### config.mk
export PLATFORM = sky130hd
export DESIGN_NAME = event_router
export DESIGN_NICKNAME = d
export VERILOG_FILES = /design/src/event_router.v /design/src/event_sync.v
export VERILOG_INCLUDE_DIRS = /design/src
export SDC_FILE = /design/constraint.sdc
export NUM_CORES = 1
export LEC_CHECK = 0
export BUFFER_PORTS_ARGS = -buffer_cell sky130_fd_sc_hd__buf_2
export CORE_ASPECT_RATIO = 0.7
export CORE_UTILIZATION = 55
export CTS_CLUSTER_DIAMETER = 30
export DETAILED_ROUTE_END_ITERATION = 7
export HOLD_SLACK_MARGIN = 0.12
export PLACE_DENSITY = 0.77
export SLEW_MARGIN = 10
export SYNTH_ARGS = -nofsm -noshare
export SYNTH_HDL_FRONTEND = slang
export SYNTH_SLANG_ARGS = --single-unit
### constraint.sdc
create_clock -name CORE_CLK -period 3.5 [get_ports CORE_CLK]
set_clock_uncertainty 0.15 [all_clocks]
set_input_delay 0.525 -clock CORE_CLK [delete_from_list [all_inputs] [get_ports CORE_CLK]]
set_output_delay 0.525 -clock CORE_CLK [all_outputs]
set_load 0.005 [all_outputs]
### src/event_router_regs.vh
// Constants for the event router: sizes, selection codes and reset values
`ifndef EVENT_ROUTER_REGS_VH
`define EVENT_ROUTER_REGS_VH
`define NUM_CHANNELS 6
`define NUM_USERS 8
`define NUM_PORT_OUTPUTS 3
`define NUM_SELECTS 11
`define GEN_SEL_W 8
`define USER_SEL_W 3
`define USER_ADDR_W 4
`define CHAN_ADDR_W 3
`define NUM_PIT_TAPS 8
`define NUM_LUTS 4
`define NUM_PINS 8
`define NUM_SYNC_PULSES 8
`define PIT_CNT_W 13
`define PIT_TAP_LSB 5
`define SYNC_STAGES 2
`define GEN_SEL_RESET 8'h00
`define USER_SEL_RESET 3'h0
`define GEN_NONE 8'h00
`define GEN_PIT_BASE 8'h01
`define GEN_LUT_BASE 8'h10
`define GEN_COMPARATOR 8'h20
`define GEN_PULSE_BASE 8'h30
`define GEN_BAUD_CLOCK 8'h38
`define GEN_SPI_CLOCK 8'h39
`define GEN_PIN_BASE 8'h40
`endif

### src/event_router.v
// Event router: channel generator muxes, synchronizers, consumer muxes, port outputs
`timescale 1ns/1ps
`include "event_router_regs.vh"
module event_router (
    input wire CORE_CLK,
    input wire SYS_RST,
    input wire CHAN_SEL_WR,
    input wire [`CHAN_ADDR_W-1:0] CHAN_SEL_ADDR,
    input wire [`GEN_SEL_W-1:0] CHAN_SEL_DATA,
    input wire USER_SEL_WR,
    input wire [`USER_ADDR_W-1:0] USER_SEL_ADDR,
    input wire [`USER_SEL_W-1:0] USER_SEL_DATA,
    input wire RTC_PRESCALED_TICK,
    input wire [`NUM_LUTS-1:0] LOGIC_TABLE_OUTPUT,
    input wire ANALOG_COMPARATOR,
    input wire [`NUM_PINS-1:0] PORT_PIN_LEVEL,
    input wire [`NUM_SYNC_PULSES-1:0] SYNC_PULSE_EVENT,
    input wire SERIAL_BAUD_CLOCK_EVENT,
    input wire SPI_HOST_CLOCK_EVENT,
    output wire [`NUM_CHANNELS-1:0] CHANNEL_ASYNC,
    output wire [`NUM_CHANNELS-1:0] CHANNEL_SYNC,
    output reg [`NUM_CHANNELS-1:0] CHANNEL_CONNECTED,
    output wire [`NUM_USERS-1:0] USER_EVENT_ASYNC,
    output wire [`NUM_USERS-1:0] USER_EVENT_SYNC,
    output wire [`NUM_PORT_OUTPUTS-1:0] PORT_EVENT_OUTPUT
);
    reg [`NUM_CHANNELS*`GEN_SEL_W-1:0] channel_generator_select_r;
    reg [`NUM_SELECTS*`USER_SEL_W-1:0] consumer_channel_select_r;
    reg [`PIT_CNT_W-1:0] pit_cnt_r;
    wire [`NUM_PIT_TAPS-1:0] pit_taps;
    wire [`NUM_CHANNELS-1:0] async_into_sync;
    wire [`NUM_CHANNELS-1:0] synced;
    wire [`NUM_CHANNELS-1:0] is_async;
    wire [`NUM_SELECTS-1:0] sel_async;
    wire [`NUM_SELECTS-1:0] sel_sync;

    // Picks one generator; bit 1 marks an asynchronous source, bit 0 is its level
    function [1:0] gen_pick;
        input [`GEN_SEL_W-1:0] sel;
        input [`NUM_PIT_TAPS-1:0] pit;
        input [`NUM_LUTS-1:0] lut;
        input comp;
        input [`NUM_PINS-1:0] pins;
        input [`NUM_SYNC_PULSES-1:0] pulses;
        input baud;
        input sck;
        reg [`GEN_SEL_W-1:0] off;
        begin
            gen_pick = 2'h0;
            off = 8'h00;
            if (sel >= `GEN_PIT_BASE && sel < `GEN_PIT_BASE + `NUM_PIT_TAPS) begin
                off = sel - `GEN_PIT_BASE;
                gen_pick = {1'b1, pit[`NUM_PIT_TAPS-1-off[2:0]]};
            end else if (sel >= `GEN_LUT_BASE && sel < `GEN_LUT_BASE + `NUM_LUTS) begin
                off = sel - `GEN_LUT_BASE;
                gen_pick = {1'b1, lut[off[1:0]]};
            end else if (sel == `GEN_COMPARATOR) begin
                gen_pick = {1'b1, comp};
            end else if (sel >= `GEN_PIN_BASE && sel < `GEN_PIN_BASE + `NUM_PINS) begin
                off = sel - `GEN_PIN_BASE;
                gen_pick = {1'b1, pins[off[2:0]]};
            end else if (sel >= `GEN_PULSE_BASE && sel < `GEN_PULSE_BASE + `NUM_SYNC_PULSES) begin
                off = sel - `GEN_PULSE_BASE;
                gen_pick = {1'b0, pulses[off[2:0]]};
            end else if (sel == `GEN_BAUD_CLOCK) begin
                gen_pick = {1'b0, baud};
            end else if (sel == `GEN_SPI_CLOCK) begin
                gen_pick = {1'b0, sck};
            end
        end
    endfunction

    // Consumer mux: code 0 listens to nothing, codes 1..6 pick a channel
    function user_pick;
        input [`USER_SEL_W-1:0] sel;
        input [`NUM_CHANNELS-1:0] chans;
        begin
            user_pick = 1'b0;
            if (sel != 3'h0 && sel <= `NUM_CHANNELS) begin
                user_pick = chans[sel - 3'h1];
            end
        end
    endfunction

    // Periodic taps: bit k of the tick counter has period 2^(k+1) ticks
    always @(posedge CORE_CLK or posedge SYS_RST) begin
        if (SYS_RST) begin
            pit_cnt_r <= {`PIT_CNT_W{1'b0}};
        end else if (RTC_PRESCALED_TICK) begin
            pit_cnt_r <= pit_cnt_r + 13'h0001;
        end
    end
    // Index 7 is periodic_tap_div_max (8192), index 0 is periodic_tap_div_min (64)
    assign pit_taps = pit_cnt_r[`PIT_CNT_W-1:`PIT_TAP_LSB];

    // Selection storage, cleared at reset so nothing is connected
    always @(posedge CORE_CLK or posedge SYS_RST) begin
        if (SYS_RST) begin
            channel_generator_select_r <= {`NUM_CHANNELS{`GEN_SEL_RESET}};
            consumer_channel_select_r <= {`NUM_SELECTS{`USER_SEL_RESET}};
        end else begin
            if (CHAN_SEL_WR && CHAN_SEL_ADDR < `NUM_CHANNELS) begin
                channel_generator_select_r[CHAN_SEL_ADDR*`GEN_SEL_W +: `GEN_SEL_W] <= CHAN_SEL_DATA;
            end
            if (USER_SEL_WR && USER_SEL_ADDR < `NUM_SELECTS) begin
                consumer_channel_select_r[USER_SEL_ADDR*`USER_SEL_W +: `USER_SEL_W] <= USER_SEL_DATA;
            end
        end
    end

    genvar ch;
    generate
        for (ch = 0; ch < `NUM_CHANNELS; ch = ch + 1) begin : g_chan
            wire [1:0] pick;
            assign pick = gen_pick(channel_generator_select_r[ch*`GEN_SEL_W +: `GEN_SEL_W],
                pit_taps, LOGIC_TABLE_OUTPUT, ANALOG_COMPARATOR, PORT_PIN_LEVEL,
                SYNC_PULSE_EVENT, SERIAL_BAUD_CLOCK_EVENT, SPI_HOST_CLOCK_EVENT);
            assign is_async[ch] = pick[1];
            assign CHANNEL_ASYNC[ch] = pick[0];
            assign async_into_sync[ch] = pick[1] & pick[0];
            event_sync u_sync (
                .CORE_CLK(CORE_CLK),
                .SYS_RST(SYS_RST),
                .ev_in(async_into_sync[ch]),
                .ev_out(synced[ch])
            );
            // Sync sources pass straight; async ones only through the synchronizer
            assign CHANNEL_SYNC[ch] = is_async[ch] ? synced[ch] : pick[0];
        end
    endgenerate

    // Connection status for observation
    always @(posedge CORE_CLK or posedge SYS_RST) begin
        if (SYS_RST) begin
            CHANNEL_CONNECTED <= {`NUM_CHANNELS{1'b0}};
        end else begin
            CHANNEL_CONNECTED <= connected_nxt(channel_generator_select_r);
        end
    end

    function [`NUM_CHANNELS-1:0] connected_nxt;
        input [`NUM_CHANNELS*`GEN_SEL_W-1:0] sels;
        integer k;
        begin
            connected_nxt = {`NUM_CHANNELS{1'b0}};
            for (k = 0; k < `NUM_CHANNELS; k = k + 1) begin
                connected_nxt[k] = (sels[k*`GEN_SEL_W +: `GEN_SEL_W] != `GEN_NONE);
            end
        end
    endfunction

    genvar u;
    generate
        for (u = 0; u < `NUM_SELECTS; u = u + 1) begin : g_user
            assign sel_async[u] = user_pick(consumer_channel_select_r[u*`USER_SEL_W +: `USER_SEL_W],
                CHANNEL_ASYNC);
            assign sel_sync[u] = user_pick(consumer_channel_select_r[u*`USER_SEL_W +: `USER_SEL_W],
                CHANNEL_SYNC);
        end
    endgenerate

    assign USER_EVENT_ASYNC = sel_async[`NUM_USERS-1:0];
    assign USER_EVENT_SYNC = sel_sync[`NUM_USERS-1:0];
    // Port outputs are consumers 8..10 that use the async subchannel directly
    assign PORT_EVENT_OUTPUT = sel_async[`NUM_SELECTS-1:`NUM_USERS];
endmodule // event_router

### src/event_sync.v
// Two-stage synchronizer that moves an asynchronous event onto the core clock
`timescale 1ns/1ps
`include "event_router_regs.vh"
module event_sync (
    input wire CORE_CLK,
    input wire SYS_RST,
    input wire ev_in,
    output wire ev_out
);
    reg [`SYNC_STAGES-1:0] stage_r;
    // First stage only feeds the second; output is the last stage
    always @(posedge CORE_CLK or posedge SYS_RST) begin
        if (SYS_RST) begin
            stage_r <= {`SYNC_STAGES{1'b0}};
        end else begin
            stage_r <= {stage_r[`SYNC_STAGES-2:0], ev_in};
        end
    end
    assign ev_out = stage_r[`SYNC_STAGES-1];
endmodule // event_sync
==> results.toml, run 1 <==
[pwr]
p_sw_frac = 0.415
switchingPower_mw = 2.76
finalPower_mw = 6.65
p_per_area_mw_per_mm2 = 621
ir_drop_v = 0.000476
power_leakage_nw = 4.70
combinationalPowerShare = 0.534
pwr-share-clk = 0.158
pwr-share-seq = 0.308
internal_power_mw = 3.89

[yosys]
yosys_warnings = 0
ys_seq_area_frac = 0.313
synth_commonest_cells = "dfrtp_1 (112), inv_1 (71), mux2_2 (68)"
synth_top_area_cell = "dfrtp_1"
ys.flop_type = "dfrtp_1"
synth_enable_flop_cells = 0
postSynth.asyncResetShare = 1.00
yosys_register_bits = 112
syn_nets = 972
synth_top_area_frac = 0.313
synthesis.area_sq_mm = 0.00895
synthDistinctLibCells = 67
synthMostInstantiatedCell = "dfrtp_1"
syn_inst = 874
avgSynthCellArea_sq_um = 10.2
yosys-top-cells-area = "dfrtp_1 (31%), mux4_2 (11%), mux2_2 (8.6%)"

[floorplanning]
die_w_um = 154
dieHeight_um = 109
start_util = 0.570
io_pins = 83
dieArea_sq_mm = 0.0168
core.rowCount = 38
core_sq_mm = 0.0157

[cells_and_area]
n_fill_cell = 1154
drive_gt1_frac = 0.360
stdcell_area_sq_mm = 0.0107
syn_to_final_growth_pct = 19.8
register_area_sq_mm = 0.00281
n_antenna_cell = 0
nets = 1084
multi_input_area_sq_mm = 0.00608
final_util = 0.683

[placed_design]
io_buffers = 82
gp_congestion = 0.952
place_area_sq_mm = 0.00976
post-dp-hpwl_um = 18300

[setup_path]
r2r_slack_ns = 1.00
critical_path.startpoint_type = "flip-flop"
timing.rr.end = "g_chan[2].u_sync.stage_r[0]$_DFF_PP0_"
rr_startpoint = "channel_generator_select_r[16]$_DFFE_PP0P_"
crit_arrival_ns = 3.05
crit_type = "flip-flop to primary output"
cp.required_ns = 2.82
end_kind = "primary output"
path_max_fanout = 5
r2r_cells = 9

[grt]
track_usage = 0.326
grt_pass1_wl_um = 41200
grt_overflow = 0
antenna_found_initial = 0
grt_max_degree = 45
grt_pass1_vias = 7281

[detailed_routing]
drt_wl_total_um = 27000
vias = 7869
viasPerCell = 6.61
detail_route.wl_per_cell_um = 22.7
drt_pass1_iterations = 6
drt_iter0_markers = 799
antenna_left = 0
drc = 0

[sta]
grt_setup_unrepaired = "yes"
setup_ws_ns = -0.225
final-setup-viol-count = 19
slew_viol_final = 0
period_share = 1.06
hold_viol = 0
timing.fmax_mhz = 268
relSlewSlack = 0.447
worstMarginPinSlew_ns = 0.827
min_period_ns = 3.72

[clock_tree]
clockBufferDepth = 2
htree_levels = 3
cts_tree = "built"
cts_sinks = 112
path_clk_slew_ns = 0.08
cts_hold_buf = 0
cts_made_buffers = 9
clk_latency_ns = 0.37
cts-root-buf = "clkbuf_16"

[outcome]
violations = "negative setup slack"
status = "finished, violations left"

[worst_hold_path]
hold_path.class = "input port to async pin"

[run]
cap_violations = 0
==> worst max-delay path by stage <==
stage / start / endpoint / slack [ns] / cells after the start
floorplan: channel_generator_select_r[25]$_DFFE_PP0P_ / USER_EVENT_SYNC[0] / 0.25 / 9
global route: channel_generator_select_r[9]$_DFFE_PP0P_ / USER_EVENT_SYNC[5] / -0.30 / 10
global placement: SYNC_PULSE_EVENT[7] / USER_EVENT_SYNC[3] / 0.08 / 9
finish: channel_generator_select_r[24]$_DFFE_PP0P_ / USER_EVENT_SYNC[3] / -0.22 / 9
detailed placement: SYNC_PULSE_EVENT[7] / USER_EVENT_SYNC[1] / 0.07 / 9
CTS: channel_generator_select_r[16]$_DFFE_PP0P_ / USER_EVENT_SYNC[3] / -0.14 / 8
==> stage by stage <==
step	setup TNS, ns	hold WS (ns)	setup WS (ns)	std cells
finish	-2.35	0.148	-0.225	1191
global route	-4.12	0.206	-0.299	1191
CTS	-1.27	0.171	-0.144	1180
detailed placement	0	0.187	0.0704	1147
global placement	0	0.181	0.0806	1147
floorplan	0	0.181	0.253	874
==> sequential cells by signal (all words and copies together) (netlist names) <==
signal / count
CHANNEL_CONNECTED: 6
consumer_channel_select_r: 33
pit_cnt_r: 13
channel_generator_select_r: 48
g_chan.u_sync.stage_r: 12
==> power groups by stage <==
stage	logic [mW]	clock network, mW	registers [mW]
final	3.55	1.05	2.05
after global routing	3.81	1.12	2.10
after CTS	3.19	1.06	2.00
after global placement	2.87	0	2.00
after detailed placement	2.92	0	2.02
after floorplan	2.18	0	1.81
==> critical path, stage by stage (launching register included) <==
cell and delay, ns:
dfrtp_1 0.42, inv_1 0.08, ha_2 0.18, or4b_4 0.45, o211a_1 0.17, a21o_1 0.23
a21o_4 0.29, mux4_2 0.49, a32o_2 0.26, buf_2 0.13
==> per-layer routing <==
| layer | routed length [um] | GRT usage | vias to the layer above |
|---|---|---|---|
| li1 | - | - | 3492 |
| met1 | 11600 | 0.473 | 3821 |
| met2 | 11700 | 0.468 | 479 |
| met3 | 3090 | 0.0974 | 77 |
| met4 | 642 | 0.101 | 0 |
| met5 | 0 | 0 | - |
==> kinds of logic (layout without fill, tap and decap cells) <==
group / after synthesis / after routing / share of synthesized area
xor+xnor: 34 / 34 / 0.0333
fa+ha+maj: 52 / 52 / 0.0727
buf+inv: 117 / 232 / 0.0528
flops: 112 / 112 / 0.313
mux: 154 / 154 / 0.251
simple gates: 258 / 258 / 0.156
compound gates: 147 / 149 / 0.121
==> layout make-up <==
type	count	area share
clock buffers	10	0.0223
well taps	200	0.0233
inverters	71	0.0252
flip-flops and latches	112	0.262
multi-input cells	647	0.568
repair buffers	145	0.0941
clock inverters	6	0.00537
==> placed cells by master (no fill, tap or decap), types with 6 or more instances in the layout <==
master     netlist  final
buf_2            9     82
nand2_1         59     56
nand4_1         10     10
mux4_2          42     44
and2_1           8      8
o211ai_1         9      9
ha_1            52     45
nor3_1          10      9
xnor2_1         23     23
a211oi_2         1      7
nor2b_1         14     14
nor2_1          44     44
nand2b_1        16     16
nand3_1         36     35
o21a_1           7      7
a31oi_1         10      8
mux2_2          68     68
a32o_1           8      6
buf_4            2     45
dfrtp_2          0      7
mux2i_1         38     33
clkbuf_16        0     10
dfrtp_1        112    105
nor4_1          12     11
a21oi_1         19     14
xor2_1          11     11
inv_1           71     65
buf_6            2     12
o21ai_0         22     22
o31a_1           8      8
o31ai_1          8      8
==> timing repair <==
item,CTS,global route
cloned,3,1
buffers inserted,14,10
gates resized for setup,54,46
pin swaps,19,16
endpoints found under the setup margin,19,19
No activity file was read; power rests on OpenSTA's default activity.
==> run 2, diff against run 1 <==
--- a/config.mk
+++ b/config.mk
@@ -11,6 +11,7 @@
 export CORE_UTILIZATION = 55
 export CTS_CLUSTER_DIAMETER = 30
 export DETAILED_ROUTE_END_ITERATION = 7
+export GPL_TIMING_DRIVEN = 0
 export HOLD_SLACK_MARGIN = 0.12
 export PLACE_DENSITY = 0.77
 export SLEW_MARGIN = 10
==> results.toml, run 2 (synthesized netlist as in run 1, its figures left out) <==
[cells_and_area]
top_register = "channel_generator_select_r"
largest_registers = "channel_generator_select_r x48, consumer_channel_select_r x33, pit_cnt_r x13"
final_common_cell = "dfrtp_1"
final_cell_mix = "dfrtp_1 (104), buf_2 (82), mux2_2 (66)"
syn_to_final_growth_pct = 24.2
drive_gt1_frac = 0.377
stdcell_area_sq_mm = 0.0111
n_antenna_cell = 0
nets = 1119
largest_register_ffs = 48
n_fill_cell = 1042

[sta]
period_share = 1.07
setup_ws_ns = -0.247
final-setup-viol-count = 19
min_period_ns = 3.75
slew_viol_final = 0
worstMarginPinSlew_ns = 0.767
timing.fmax_mhz = 267
grt_setup_unrepaired = "yes"
relSlewSlack = 0.484
hold_viol = 0

[detailed_routing]
drt_wl_total_um = 28400
drt_iter0_markers = 875
viasPerCell = 6.65
detail_route.wl_per_cell_um = 23.2
vias = 8149
antenna_left = 0
drc = 0
drt_pass1_iterations = 7

[clock_tree]
cts_sinks = 112
path_clk_slew_ns = 0.08
clk_latency_ns = 0.37
cts_tree = "built"
htree_levels = 3
cts_made_buffers = 9
cts-root-buf = "clkbuf_16"
clockBufferDepth = 2

[placed_design]
place_area_sq_mm = 0.00967
place_ws_ns = -0.465
gp_congestion = 0.956
io_buffers = 81
post-dp-hpwl_um = 18100

[grt]
antenna_found_initial = 1
grt_pass1_wl_um = 41800
grt_overflow = 0
grt_pass1_vias = 7408
grt_max_degree = 34
track_usage = 0.333

[setup_path]
crit_chain = "buf_6 > inv_4 > ha_4 > or4b_4 > o211a_1 > a21o_4 > a21o_4 > mux4_2 > a32o_2 > buf_2"
cp.required_ns = 2.82
crit_top_cell = "a21o_4"
path_max_fanout = 5
crit_buf_inv = 3
end_kind = "primary output"
crit_type = "flip-flop to primary output"
cp_slowest_cell = "mux4_2"
cp_top_family = "compound AO/OA/AOI/OAI gates"
crit_arrival_ns = 3.07
cpPeakStageDelay_ns = 0.47
critical_path.startpoint_type = "flip-flop"

[floorplanning]
io_pins = 83
die_w_um = 154
start_util = 0.570
dieHeight_um = 109
dieArea_sq_mm = 0.0168
core.rowCount = 38
core_sq_mm = 0.0157

[outcome]
violations = "negative setup slack"
status = "finished, violations left"

[run]
cap_violations = 0

[pwr]
ir_drop_v = 0.000397
p_per_area_mw_per_mm2 = 639
power_leakage_nw = 4.85

[worst_hold_path]
hold_path.class = "flip-flop to flip-flop"
run 2: path summary, 6_finish.rpt:
| check | startpoint | cells after the start | slack (ns) | to |
|---|---|---|---|---|
| max in group asynchronous | SYS_RST | 5 | 1.83 | channel_generator_select_r[39]$_DFFE_PP0P_ |
| worst min register to register | g_chan[0].u_sync.stage_r[0]$_DFF_PP0_ | 0 | 0.20 | g_chan[0].u_sync.stage_r[1]$_DFF_PP0_ |
| min in group asynchronous | SYS_RST | 3 | 0.59 | consumer_channel_select_r[17]$_DFFE_PP0P_ |
| worst min-delay path | g_chan[0].u_sync.stage_r[0]$_DFF_PP0_ | 0 | 0.20 | g_chan[0].u_sync.stage_r[1]$_DFF_PP0_ |
| worst max-delay path | channel_generator_select_r[24]$_DFFE_PP0P_ | 10 | -0.25 | USER_EVENT_SYNC[3] |
| worst max register to register | channel_generator_select_r[16]$_DFFE_PP0P_ | 10 | 0.92 | g_chan[2].u_sync.stage_r[0]$_DFF_PP0_ |
run 2: cell type report:
class / count / area [sq um] / area share
Multi-Input combinational cell: 648 / 6300 / 0.566
Sequential cell: 112 / 2810 / 0.253
Timing Repair Buffer: 139 / 941 / 0.0846
Inverter: 71 / 275 / 0.0248
Buffer: 40 / 267 / 0.0240
Tap cell: 200 / 250 / 0.0225
Clock buffer: 9 / 225 / 0.0203
Clock inverter: 6 / 52.6 / 0.00473
run 2: timing repair:
action | CTS | global route
setup buffers | 37 | 15
cloned | 6 | 1
pin swaps | 26 | 21
setup endpoints to repair | 26 | 19
hold endpoints to repair | 18 | 0
hold buffers | 1 | 0
gates resized for setup | 114 | 58
run 2: metrics by stage:
stage	util	TNS (ns)	hold WS (ns)	cells	total power, mW
floorplan	-	0	0.181	874	3.99
detailed placement	0.616	-7.16	0.187	1158	4.78
global placement	0.613	-6.48	0.181	1155	4.71
global route	0.709	-4.66	0.201	1225	7.42
finish	0.709	-3.36	0.201	1225	7.10
CTS	0.685	-1.78	0.199	1212	6.51
run 2: metal layers:
layer / GRT usage / vias up / wire length, um
li1: - / 3570 / -
met1: 0.467 / 3904 / 11500
met2: 0.483 / 564 / 12200
met3: 0.109 / 111 / 3640
met4: 0.116 / 0 / 1030
met5: 0 / - / 0
run 2: where the power goes:
group | total (mW) | internal [mW] | switching [mW]
clock network | 1.02 | 0.493 | 0.530
registers | 1.95 | 1.60 | 0.354
logic | 4.13 | 2.00 | 2.13
